$ cat config.mk
export PLATFORM = sky130hd
export DESIGN_NAME = cfe_top
export DESIGN_NICKNAME = d
export VERILOG_FILES = /design/src/cfe_pkg.sv /design/src/cfe_eng_if.sv /design/src/cfe_engine.sv /design/src/cfe_top.sv
export SDC_FILE = /design/constraint.sdc
export NUM_CORES = 1
export LEC_CHECK = 0
export ABC_AREA = 1
export BUFFER_PORTS_ARGS = -buffer_cell sky130_fd_sc_hd__buf_2
export CAP_MARGIN = 20
export CORE_UTILIZATION = 54
export DETAILED_ROUTE_END_ITERATION = 16
export PLACE_DENSITY = 0.9
export SLEW_MARGIN = 20
export SYNTH_ARGS = -nofsm -noshare
export SYNTH_HDL_FRONTEND = slang
export SYNTH_SLANG_ARGS = --single-unit
$ cat constraint.sdc
create_clock -name clk -period 2.5 [get_ports clk]
set_clock_uncertainty 0.1 [all_clocks]
set_input_delay 0.25 -clock clk [delete_from_list [all_inputs] [get_ports clk]]
set_output_delay 0.25 -clock clk [all_outputs]
set_load 0.03 [all_outputs]
$ cat src/cfe_pkg.sv
// Notes on behaviour
// - replicate copies output 0 onto output 1
// - synchronized mode waits for all member lines
// - send-when-ready forwards each line when available
// - send-when-ready ignored in concatenation mode
// - one send-when-ready bit serves both outputs
// - output 1 two-bit synchronized mode select
// - output 0 two-bit synchronized mode select
// - round-robin serves ready ports in rotation
// - sync lost only after good frame
// - reading sync lost flag clears it
// - in-sync bit shows synchronized delivery now
// - in-sync reads zero when sync disabled
// - per-port forward off bits, reset one
// - per-port output select bit
package cfe_pkg;
  localparam int NUM_RX = 4;

  localparam logic [7:0] IDX_PORT_CTL = 8'h20;
  localparam logic [7:0] IDX_MODE     = 8'h21;
  localparam logic [7:0] IDX_STS      = 8'h22;
  localparam logic [7:0] IDX_INT_STS  = 8'h28;
  localparam logic [7:0] IDX_INT_MASK = 8'h29;

  localparam logic [7:0] RST_PORT_CTL = 8'hf0;
  localparam logic [7:0] RST_MODE     = 8'h03;
  localparam logic [1:0] RST_LOST     = 2'h0;
  localparam logic [3:0] RST_INT      = 4'h0;

  localparam int PC_OFF_LSB   = 4;
  localparam int PC_SEL_LSB   = 0;
  localparam int MODE_REP_BIT = 7;
  localparam int MODE_SWR_BIT = 6;
  localparam int MODE_S1_LSB  = 4;
  localparam int MODE_S0_LSB  = 2;
  localparam int MODE_RR1_BIT = 1;
  localparam int MODE_RR0_BIT = 0;
  localparam int STS_LOST_LSB = 2;
  localparam int STS_SYNC_LSB = 0;

  typedef enum logic [1:0] {
    SYNC_OFF        = 2'h0,
    SYNC_BASIC      = 2'h1,
    SYNC_INTERLEAVE = 2'h2,
    SYNC_CONCAT     = 2'h3
  } cfe_sync_type;

  function automatic logic [7:0] reg_addr(input logic [7:0] idx);
    reg_addr = {idx[5:0], 2'h0};
  endfunction
endpackage

$ cat src/cfe_eng_if.sv
`timescale 1ns/1ps
interface cfe_eng_if;
  logic                     tick;
  logic [3:0]               members;
  logic [3:0]               ready;
  logic [3:0]               last;
  logic                     rr_en;
  logic                     swr;
  cfe_pkg::cfe_sync_type    mode;
  logic [3:0]               grant;
  logic                     in_sync;
  logic                     fail_evt;
  modport ctl (output tick, members, ready, last, rr_en, swr, mode,
               input grant, in_sync, fail_evt);
  modport eng (input tick, members, ready, last, rr_en, swr, mode,
               output grant, in_sync, fail_evt);
endinterface

$ cat src/cfe_engine.sv
`timescale 1ns/1ps
module cfe_engine (
  input wire logic clk,
  input wire logic srst,
  cfe_eng_if.eng   e
);
  logic [3:0] grant_r;
  logic [3:0] grant_nxt;
  logic [1:0] rr_ptr_r;
  logic [1:0] rr_ptr_nxt;
  logic       in_sync_r;
  logic       fail_r;
  logic       frame_ok_r;

  wire [3:0] want     = e.ready & e.members;
  wire [3:0] mem_last = e.last & e.members;
  wire       sync_on  = e.mode != cfe_pkg::SYNC_OFF;
  wire       all_rdy  = (e.members != 4'h0) && (want == e.members);
  wire       swr_on   = e.swr && (e.mode != cfe_pkg::SYNC_CONCAT);
  wire       agree    = (mem_last == 4'h0) || (mem_last == e.members);
  wire       sync_go  = e.tick && sync_on && all_rdy;
  wire       frame_ok = sync_go && agree && (mem_last == e.members);
  wire       fail_nxt = sync_go && frame_ok_r && !agree;

  always_comb begin
    grant_nxt = 4'h0;
    rr_ptr_nxt = rr_ptr_r;
    if (e.tick && sync_on) begin
      // wait for all members unless send-when-ready
      grant_nxt = swr_on ? want : (all_rdy ? e.members : 4'h0);
    end else if (e.tick && e.rr_en) begin
      for (int i = 4; i >= 1; i--) begin
        if (want[2'(rr_ptr_r + 2'(i))]) begin
          grant_nxt = 4'h0;
          grant_nxt[2'(rr_ptr_r + 2'(i))] = 1'b1;
          rr_ptr_nxt = 2'(rr_ptr_r + 2'(i));
        end
      end
    end
  end

  always_ff @(posedge clk) begin
    if (srst) begin
      grant_r <= 4'h0;
      rr_ptr_r <= 2'h0;
      fail_r <= 1'b0;
    end else begin
      grant_r <= grant_nxt;
      rr_ptr_r <= rr_ptr_nxt;
      fail_r <= fail_nxt;
    end
  end

  always_ff @(posedge clk) begin
    if (srst || !sync_on) begin
      // in-sync held low when sync off
      in_sync_r <= 1'b0;
      frame_ok_r <= 1'b0;
    end else begin
      frame_ok_r <= frame_ok_r | frame_ok;
      in_sync_r <= in_sync_r ? !fail_nxt : (sync_go && agree);
    end
  end

  assign e.grant    = grant_r;
  assign e.in_sync  = in_sync_r;
  assign e.fail_evt = fail_r;
endmodule

$ cat src/cfe_top.sv
// The Avalon-MM register port is this design's own decision.
`timescale 1ns/1ps
module cfe_top (
  input  wire logic        clk,
  input  wire logic        srst,
  input  wire logic [7:0]  avs_address,
  input  wire logic        avs_read,
  input  wire logic        avs_write,
  input  wire logic [31:0] avs_writedata,
  input  wire logic [3:0]  avs_byteenable,
  output logic      [31:0] avs_readdata,
  output logic             avs_waitrequest,
  input  wire logic        link_clk,
  input  wire logic [3:0]  rx_line_rdy,
  input  wire logic [3:0]  rx_line_last,
  output logic      [3:0]  out0_port_grant,
  output logic      [3:0]  out1_port_grant,
  output logic      [3:0]  rx_line_take,
  output logic             irq
);
  logic [7:0]  port_ctl_r;
  logic [7:0]  mode_r;
  logic [1:0]  lost_r;
  logic [1:0]  lost_nxt;
  logic [3:0]  int_sts_r;
  logic [3:0]  int_sts_nxt;
  logic [3:0]  int_mask_r;
  logic        ack_r;
  logic [31:0] readdata_r;
  logic [3:0]  out0_grant_r;
  logic [3:0]  out1_grant_r;
  logic [1:0]  in_sync_d_r;

  logic [2:0]  lclk_sync_r;
  logic [3:0]  rdy_meta_r;
  logic [3:0]  rdy_sync_r;
  logic [3:0]  last_meta_r;
  logic [3:0]  last_sync_r;

  cfe_eng_if e0 ();
  cfe_eng_if e1 ();

  // link clock through three flip-flops, port levels through two each
  always_ff @(posedge clk) begin
    if (srst) begin
      lclk_sync_r <= 3'h0;
      rdy_meta_r <= 4'h0;
      rdy_sync_r <= 4'h0;
      last_meta_r <= 4'h0;
      last_sync_r <= 4'h0;
    end else begin
      lclk_sync_r <= {lclk_sync_r[1:0], link_clk};
      rdy_meta_r <= rx_line_rdy;
      rdy_sync_r <= rdy_meta_r;
      last_meta_r <= rx_line_last;
      last_sync_r <= last_meta_r;
    end
  end

  wire link_tick = lclk_sync_r[1] && !lclk_sync_r[2];

  localparam int PC_OFF_MSB = cfe_pkg::PC_OFF_LSB + 3;
  localparam int PC_SEL_MSB = cfe_pkg::PC_SEL_LSB + 3;

  wire [3:0] fwd_off = port_ctl_r[PC_OFF_MSB:cfe_pkg::PC_OFF_LSB];
  wire [3:0] out_sel = port_ctl_r[PC_SEL_MSB:cfe_pkg::PC_SEL_LSB];
  wire       replicate = mode_r[cfe_pkg::MODE_REP_BIT];
  wire       swr = mode_r[cfe_pkg::MODE_SWR_BIT];
  wire [1:0] sync1_sel = mode_r[cfe_pkg::MODE_S1_LSB +: 2];
  wire [1:0] sync0_sel = mode_r[cfe_pkg::MODE_S0_LSB +: 2];

  wire [3:0] members0 = ~fwd_off & ~out_sel;
  // replicated output engine given no ports
  wire [3:0] members1 = replicate ? 4'h0 : (~fwd_off & out_sel);

  assign e0.tick    = link_tick;
  assign e0.members = members0;
  assign e0.ready   = rdy_sync_r;
  assign e0.last    = last_sync_r;
  assign e0.rr_en   = mode_r[cfe_pkg::MODE_RR0_BIT];
  // one send-when-ready bit for both engines
  assign e0.swr     = swr;
  assign e0.mode    = cfe_pkg::cfe_sync_type'(sync0_sel);

  assign e1.tick    = link_tick;
  assign e1.members = members1;
  assign e1.ready   = rdy_sync_r;
  assign e1.last    = last_sync_r;
  assign e1.rr_en   = mode_r[cfe_pkg::MODE_RR1_BIT];
  assign e1.swr     = swr;
  assign e1.mode    = cfe_pkg::cfe_sync_type'(sync1_sel);

  cfe_engine u_eng0 (
    .clk  (clk),
    .srst (srst),
    .e    (e0.eng)
  );

  cfe_engine u_eng1 (
    .clk  (clk),
    .srst (srst),
    .e    (e1.eng)
  );

  always_ff @(posedge clk) begin
    if (srst) begin
      out0_grant_r <= 4'h0;
      out1_grant_r <= 4'h0;
    end else begin
      out0_grant_r <= e0.grant;
      out1_grant_r <= replicate ? e0.grant : e1.grant;
    end
  end

  assign out0_port_grant = out0_grant_r;
  assign out1_port_grant = out1_grant_r;
  assign rx_line_take    = out0_grant_r | (replicate ? 4'h0 : out1_grant_r);

  // bus decode
  wire req      = avs_read || avs_write;
  wire capture  = req && !ack_r;
  wire wr_do    = avs_write && ack_r && avs_byteenable[0];
  wire hit_pc   = avs_address == cfe_pkg::reg_addr(cfe_pkg::IDX_PORT_CTL);
  wire hit_mode = avs_address == cfe_pkg::reg_addr(cfe_pkg::IDX_MODE);
  wire hit_sts  = avs_address == cfe_pkg::reg_addr(cfe_pkg::IDX_STS);
  wire hit_is   = avs_address == cfe_pkg::reg_addr(cfe_pkg::IDX_INT_STS);
  wire hit_im   = avs_address == cfe_pkg::reg_addr(cfe_pkg::IDX_INT_MASK);
  wire sts_rd   = avs_read && capture && hit_sts;

  wire [1:0] in_sync = {e1.in_sync, e0.in_sync};
  wire [1:0] fail_ev = {e1.fail_evt, e0.fail_evt};
  wire [1:0] sync_up = in_sync & ~in_sync_d_r;
  wire [7:0] sts_val = {4'h0, lost_r, in_sync};

  wire [7:0] rd_mux =
    hit_pc   ? port_ctl_r :
    hit_mode ? mode_r :
    hit_sts  ? sts_val :
    hit_is   ? {4'h0, int_sts_r} :
    hit_im   ? {4'h0, int_mask_r} : 8'h00;

  assign avs_waitrequest = req && !ack_r;
  assign avs_readdata    = readdata_r;

  always_ff @(posedge clk) begin
    if (srst) begin
      ack_r <= 1'b0;
      readdata_r <= 32'h0;
    end else begin
      ack_r <= capture;
      if (avs_read && capture) begin
        readdata_r <= {24'h0, rd_mux};
      end
    end
  end

  // read clears sync lost, new event wins
  always_comb begin
    lost_nxt = lost_r;
    if (sts_rd) begin
      lost_nxt = 2'h0;
    end
    lost_nxt = lost_nxt | fail_ev;
  end

  always_comb begin
    int_sts_nxt = int_sts_r;
    if (wr_do && hit_is) begin
      int_sts_nxt = int_sts_r & ~avs_writedata[3:0];
    end
    int_sts_nxt = int_sts_nxt | {sync_up, fail_ev};
  end

  always_ff @(posedge clk) begin
    if (srst) begin
      lost_r <= cfe_pkg::RST_LOST;
      int_sts_r <= cfe_pkg::RST_INT;
      in_sync_d_r <= 2'h0;
    end else begin
      lost_r <= lost_nxt;
      int_sts_r <= int_sts_nxt;
      in_sync_d_r <= in_sync;
    end
  end

  always_ff @(posedge clk) begin
    if (srst) begin
      port_ctl_r <= cfe_pkg::RST_PORT_CTL;
      mode_r <= cfe_pkg::RST_MODE;
      int_mask_r <= cfe_pkg::RST_INT;
    end else if (wr_do) begin
      if (hit_pc) begin
        port_ctl_r <= avs_writedata[7:0];
      end
      if (hit_mode) begin
        mode_r <= avs_writedata[7:0];
      end
      if (hit_im) begin
        int_mask_r <= avs_writedata[3:0];
      end
    end
  end

  always_ff @(posedge clk) begin
    if (srst) begin
      irq <= 1'b0;
    end else begin
      irq <= |(int_sts_nxt & int_mask_r);
    end
  end
endmodule

; Word level (Yosys, flattened, before mapping)
; Cells that the tools add are included.
[op_classes]
addsub = 6
magnitude_cmp = 16
eq_ne = 11
muxes = 66
bitwise_logic = 20
reduce_logical = 60
[ops]
columns = op, count
row1 = $mux 4, 23
row2 = $eq 8x8->1 const B, 5
row3 = $logic_and 1x1->1, 33
row4 = $and 4x4->4, 8
row5 = $lt 2x3->1 const B, 8
row6 = $mux 1, 18
row7 = $bmux 1 s2, 8
row8 = $demux 1 s2, 8
row9 = $eq 4x4->1, 4
row10 = $ge 2x1->1 const B, 8
row11 = $mux 8, 2
row12 = $mux 2, 7
row13 = $not 4->4, 3
row14 = $add 2x2->2 const B, 4
row15 = $logic_not 1->1, 8
row16 = $logic_not 4->1, 2
row17 = $or 4x4->4, 2
row18 = $reduce_bool 4->1, 2
row19 = $reduce_and 2->1, 3
row20 = $reduce_and 3->1, 2
row21 = $reduce_bool 3->1, 2
row22 = $logic_or 1x1->1, 5
row23 = $add 2x1->2 const B, 2
row24 = $ne 2x2->1 const B, 2
row25 = 7 further kinds, 10
[word_totals]
register_bits = 83
inputBits = 57
output_inout_bits = 46
elab_cells = 205

; Depth between registers and ports, before layout
[logic_depth]
depth_word = 12
depth_mapped = 13
mapped_depth_nobuf = 13

; By module
; A second synthesis with hierarchy kept.
[unflattened]
hier_cells = 656
area_unflattened_um2 = 4476.8
[modules_own_cells]
columns = module, instances, cells_each, area_each_um2, seq_area_each_um2
row1 = cfe_top, 1, 370, 2765.2, 1301.2
row2 = cfe_engine, 2, 143, 855.8, 180.2

; Worst setup path before layout
; OpenSTA, ideal clock, no wires.
[synth_timing]
path_kind = flip-flop to flip-flop
startpoint = reg u_eng0.rr_ptr_r[0]
endpoint = reg u_eng0.grant_r[2] (netlist: u_eng0.e.grant[2])
setup_time_ps = 71
arrival_ps = 1734
t_required_ps = 2329
slack_ps = 595
path_stages_with_launch = 12
path_buffers = 0
period_less_slack_ps = 1905
path_cell_list = dfxtp_1 -> inv_1 -> ha_1 -> inv_1 -> nand3_1 -> nand2_2 -> nand3_1 -> nand2_1 -> nand2_1 -> nand2_1 -> nand2_1 -> a21oi_1
[synth_between]
elab_chain_len = 10
elab_cells_between_ends = 37
classes_between = add/sub: 3 / order compare: 8 / mux: 22 / reduce/logical: 4
[synth_lines]
columns = element, line
row1 = "start, declared", cfe_engine.sv:9  ; logic [1:0] rr_ptr_r;
row2 = "start signal, assigned", cfe_engine.sv:49  ; rr_ptr_r <= rr_ptr_nxt;
row3 = "$add 2x2->2, or another cell as far along", "cfe_engine.sv:33, cfe_engine.sv:35"
row4 = "$lt 2x3->1 (implied by the code), or another cell as far along", cfe_engine.sv:35  ; grant_nxt[2'(rr_ptr_r + 2'(i))] = 1'b1;
row5 = $logic_and 1x1->1 (implied by the code) or $mux 1 (tied branches), cfe_engine.sv:35
row6 = $mux 1 (implied by the code) or $demux 1 s2 (tied branches), n/a
row7 = $demux 1 s2 or $mux 4 (tied branches), n/a
row8 = $mux 4 (2 in a row), cfe_engine.sv:33  ; if (want[2'(rr_ptr_r + 2'(i))]) begin
row9 = $mux 4 (*), cfe_engine.sv:33
row10 = $mux 4 (*), cfe_engine.sv:31  ; end else if (e.tick && e.rr_en) begin
row11 = $mux 4 (*), cfe_engine.sv:28  ; if (e.tick && sync_on) begin
row12 = "end signal, assigned", cfe_engine.sv:48  ; grant_r <= grant_nxt;
row13 = "end, declared", cfe_engine.sv:7  ; logic [3:0] grant_r;
; Mark *: on every way between the ends. The rest lies on a longest branch, timed or not. The select of a mux whose other input is x is not followed.
; A chain may end at the register's enable or synchronous reset.

; Final worst setup path
[layout_timing]
startpoint = reg u_eng1.rr_ptr_r[1]
endpoint = reg u_eng1.grant_r[3] (netlist: u_eng1.e.grant[3])
[layout_between]
elab_chain_len = 10
elab_cells_between_ends = 37
classes_between = add/sub: 3 / order compare: 8 / mux: 22 / reduce/logical: 4
[layout_lines]
columns = element, line
row1 = "start, declared", cfe_engine.sv:9
row2 = "start signal, assigned", cfe_engine.sv:49
row3 = "$add 2x2->2, or another cell as far along", "cfe_engine.sv:33, cfe_engine.sv:35"
row4 = "$lt 2x3->1 (implied by the code), or another cell as far along", cfe_engine.sv:35
row5 = $logic_and 1x1->1 (implied by the code) or $mux 1 (tied branches), cfe_engine.sv:35
row6 = $mux 1 (implied by the code) or $demux 1 s2 (tied branches), n/a
row7 = $demux 1 s2 or $mux 4 (tied branches), n/a
row8 = $mux 4 (2 in a row), cfe_engine.sv:33
row9 = $mux 4 (*), cfe_engine.sv:33
row10 = $mux 4 (*), cfe_engine.sv:31
row11 = $mux 4 (*), cfe_engine.sv:28
row12 = "end signal, assigned", cfe_engine.sv:48
row13 = "end, declared", cfe_engine.sv:7
; Marks and branches as above.

==> flow_metrics.env <==
export IMPL_outcome="finished clean"
export IMPL_combPwrFrac=0.080
export IMPL_sw_frac_of_total=0.252
export IMPL_power_density_mw_per_mm2=516
export IMPL_dieArea_mm2=0.00855
export IMPL_final_area_mm2=0.00497
export IMPL_synth_largest_area_cell="dfxtp_1"
export IMPL_rsz0062_at_grt="no"
export IMPL_crit_fanout=7
export IMPL_drive_gt1_frac=0.163
export IMPL_internal_power_mw=1.92
export IMPL_die_w_um=92.5
export IMPL_fin_ws_ns=0.371
export IMPL_cp_arrival_ns=2.28
export IMPL_diodes=0
export IMPL_antenna_found_initial=0
export IMPL_synth_area_leaders="dfxtp_1 (38%), nand2_1 (8.8%), inv_1 (7.1%)"
export IMPL_post_route_period_util=0.851
export IMPL_worstRegToRegCells=8
export IMPL_first_global_vias=3920
export IMPL_cts_tree="done"
export IMPL_io_buffers=51
export IMPL_chipHeight_um=92.5
export IMPL_core_mm2=0.00781
export IMPL_critPathKind="reg -> reg"
export IMPL_r2r_start="u_eng1.rr_ptr_r[1]"
export IMPL_fmax_mhz=470
export IMPL_grt_use_total=0.258
export IMPL_cap_violations=0
export IMPL_cts_setup_buffers=0
export IMPL_fp_row_count=32
export IMPL_cp_required_ns=2.65
export IMPL_finalSetupViolCount=0
export IMPL_dpl_instance_area_mm2=0.00467
export IMPL_wl_per_cell_um=13.3
export IMPL_synth_cell_types=36
export IMPL_drv_slew=0
export IMPL_start_util=0.566
export IMPL_ys_ff_latch=83
export IMPL_crit_slowest_cell="dfxtp_1"
export IMPL_startpoint="u_eng1.rr_ptr_r[1]"
export IMPL_cts_buffer_depth=2
export IMPL_worst_pin_slew_ns=0.649
export IMPL_cp_cell_sequence="inv_1 > ha_1 > inv_1 > nand3_2 > a21oi_1 > nand3_1 > nand2_1 > a21oi_1"
export IMPL_worstHoldStart="avs_writedata[4]"
export IMPL_hold_viol_final=0
export IMPL_clkSinkCount=83
export IMPL_maxSlewHeadroom=0.564
export IMPL_p_sw_uw=645
export IMPL_synthArstFlopShare=0
export IMPL_hp_class="in -> reg"
export IMPL_synth_area_per_cell_um2=7.05
export IMPL_yosysSeqAreaShare=0.376
export IMPL_drt_wl_total_um=10600
export IMPL_netlist_area_mm2=0.00442
export IMPL_fin_nets=760
export IMPL_max_stage_delay_ns=0.46
export IMPL_synth_edff_count=0
export IMPL_cts_buffers=9
export IMPL_critPathCaptureType="flip-flop"
export IMPL_drt_vias_per_instance=5.46
export IMPL_vias=4349
export IMPL_clk_latency_ns=0.37
export IMPL_grt_pass1_wl_um=17600
export IMPL_firstDrtPassIters=5
export IMPL_fin_util=0.636
export IMPL_cts_root_buf="clkbuf_8"
export IMPL_drc_errors=0
export IMPL_worstSetupStartpointType="flip-flop"
export IMPL_grt_overflow=0
export IMPL_pwr_share_clk=0.389
export IMPL_synthCells=627
export IMPL_grt_max_degree=33
export IMPL_worstHoldPathCells=3
export IMPL_drtAntennaViolNets=0
export IMPL_power_frac_seq=0.531
export IMPL_drtIter0Drc=356
export IMPL_place_ws_ns=0.418
export IMPL_clkTransAtPathRegs_ns=0.09
export IMPL_synthToLayoutAreaGrowth_pct=12.4
export IMPL_place_congestion=0.916
export IMPL_finalCriticalPeriod_ns=2.13
export IMPL_peakVddDrop_mv=0.313
export IMPL_dp_hpwl_um=7790
export IMPL_pin_count=103
export IMPL_yosysWarnings=0
export IMPL_tns_ns=0
export IMPL_hold_buffers=9
export IMPL_synthFlopType="dfxtp_1"
export IMPL_yosysTopAreaCellShare=0.376
export IMPL_leakage_nw=2.32
export IMPL_cts_repair_resized=0
export IMPL_cts_htree_levels=3
## power by group through the flow
stage | Clock (mW) | Combinational (mW) | Sequential, mW
floorplan | 0 | 0.148 | 1.40
global placement | 0 | 0.188 | 1.39
detailed placement | 0 | 0.192 | 1.39
CTS | 1.01 | 0.203 | 1.36
global route | 1.07 | 0.223 | 1.36
finish | 0.996 | 0.205 | 1.36
## final timing paths
path / endpoint / slack [ns]
setup / recovery: u_eng1.e.grant[3] / 0.37
hold / removal: port_ctl_r[4] / 0.01
setup reg to reg: u_eng1.e.grant[3] / 0.37
hold reg to reg: e0.last[2] / 0.30
## cell families (layout without fill, tap and decap cells)
logic type	count (synthesis)	after routing	share of synthesized area
fa+ha+maj	14	14	0.0396
flops	83	83	0.376
other cells	1	24	0.000849
compound gates	125	125	0.160
buf+inv	131	175	0.138
simple gates	273	273	0.285
## layout make-up
class,instances,area (um2)
Sequential cell,83,1660
Tap cell,102,128
Clock buffer,12,155
Fill cell,679,2840
Inverter,94,358
Timing Repair Buffer,65,383
Multi-Input combinational cell,436,2230
Clock inverter,4,48.8
## cells in the final DEF, fill, tap and decap left out, types with 10 or more instances in the layout
cell,count
dfxtp_1,83
conb_1,24
o211ai_1,10
nand2_1,104
nand4_1,11
nand3_1,47
o21ai_0,44
clkbuf_8,11
nand2_2,15
ha_1,14
a21oi_1,44
buf_2,51
nor2_1,72
inv_1,84
## cells in the mapped netlist, types with 8 or more instances
cell and n:
nand4_1 11, nor2_1 72, nor3_1 8, nand2_2 15, ha_1 14, nand2_1 104, inv_1 84, buf_4 25
nand3_1 47, inv_2 9, o211ai_1 10, o21ai_0 44, a21oi_1 44, dfxtp_1 83
## routing by layer
metal,up-vias,part of all wire,routed length [um],GRT usage
met5,-,0,0,0
met4,0,0.029,311,0.130
met3,32,0.071,751,0.0402
met2,210,0.47,4930,0.421
met1,1987,0.43,4570,0.328
li1,2120,-,-,-
## worst max-delay path, delay by kind of cell, from the launching register on
family / cells / cell delay [ns]
fa+ha+maj: 1 / 0.35
buf+inv: 2 / 0.33
compound gates: 2 / 0.37
flops: 1 / 0.46
simple gates: 3 / 0.40
## per-stage QoR
stage               total power [mW]  hold slack, ns  std cells
finish                          2.56          0.0124        796
global route                    2.66          0.0444        796
CTS                             2.57          0.0146        796
detailed placement              1.58           0.296        771
global placement                1.58           0.290        771
floorplan                       1.55           0.257        650
(Power assumes the default switching activity.)
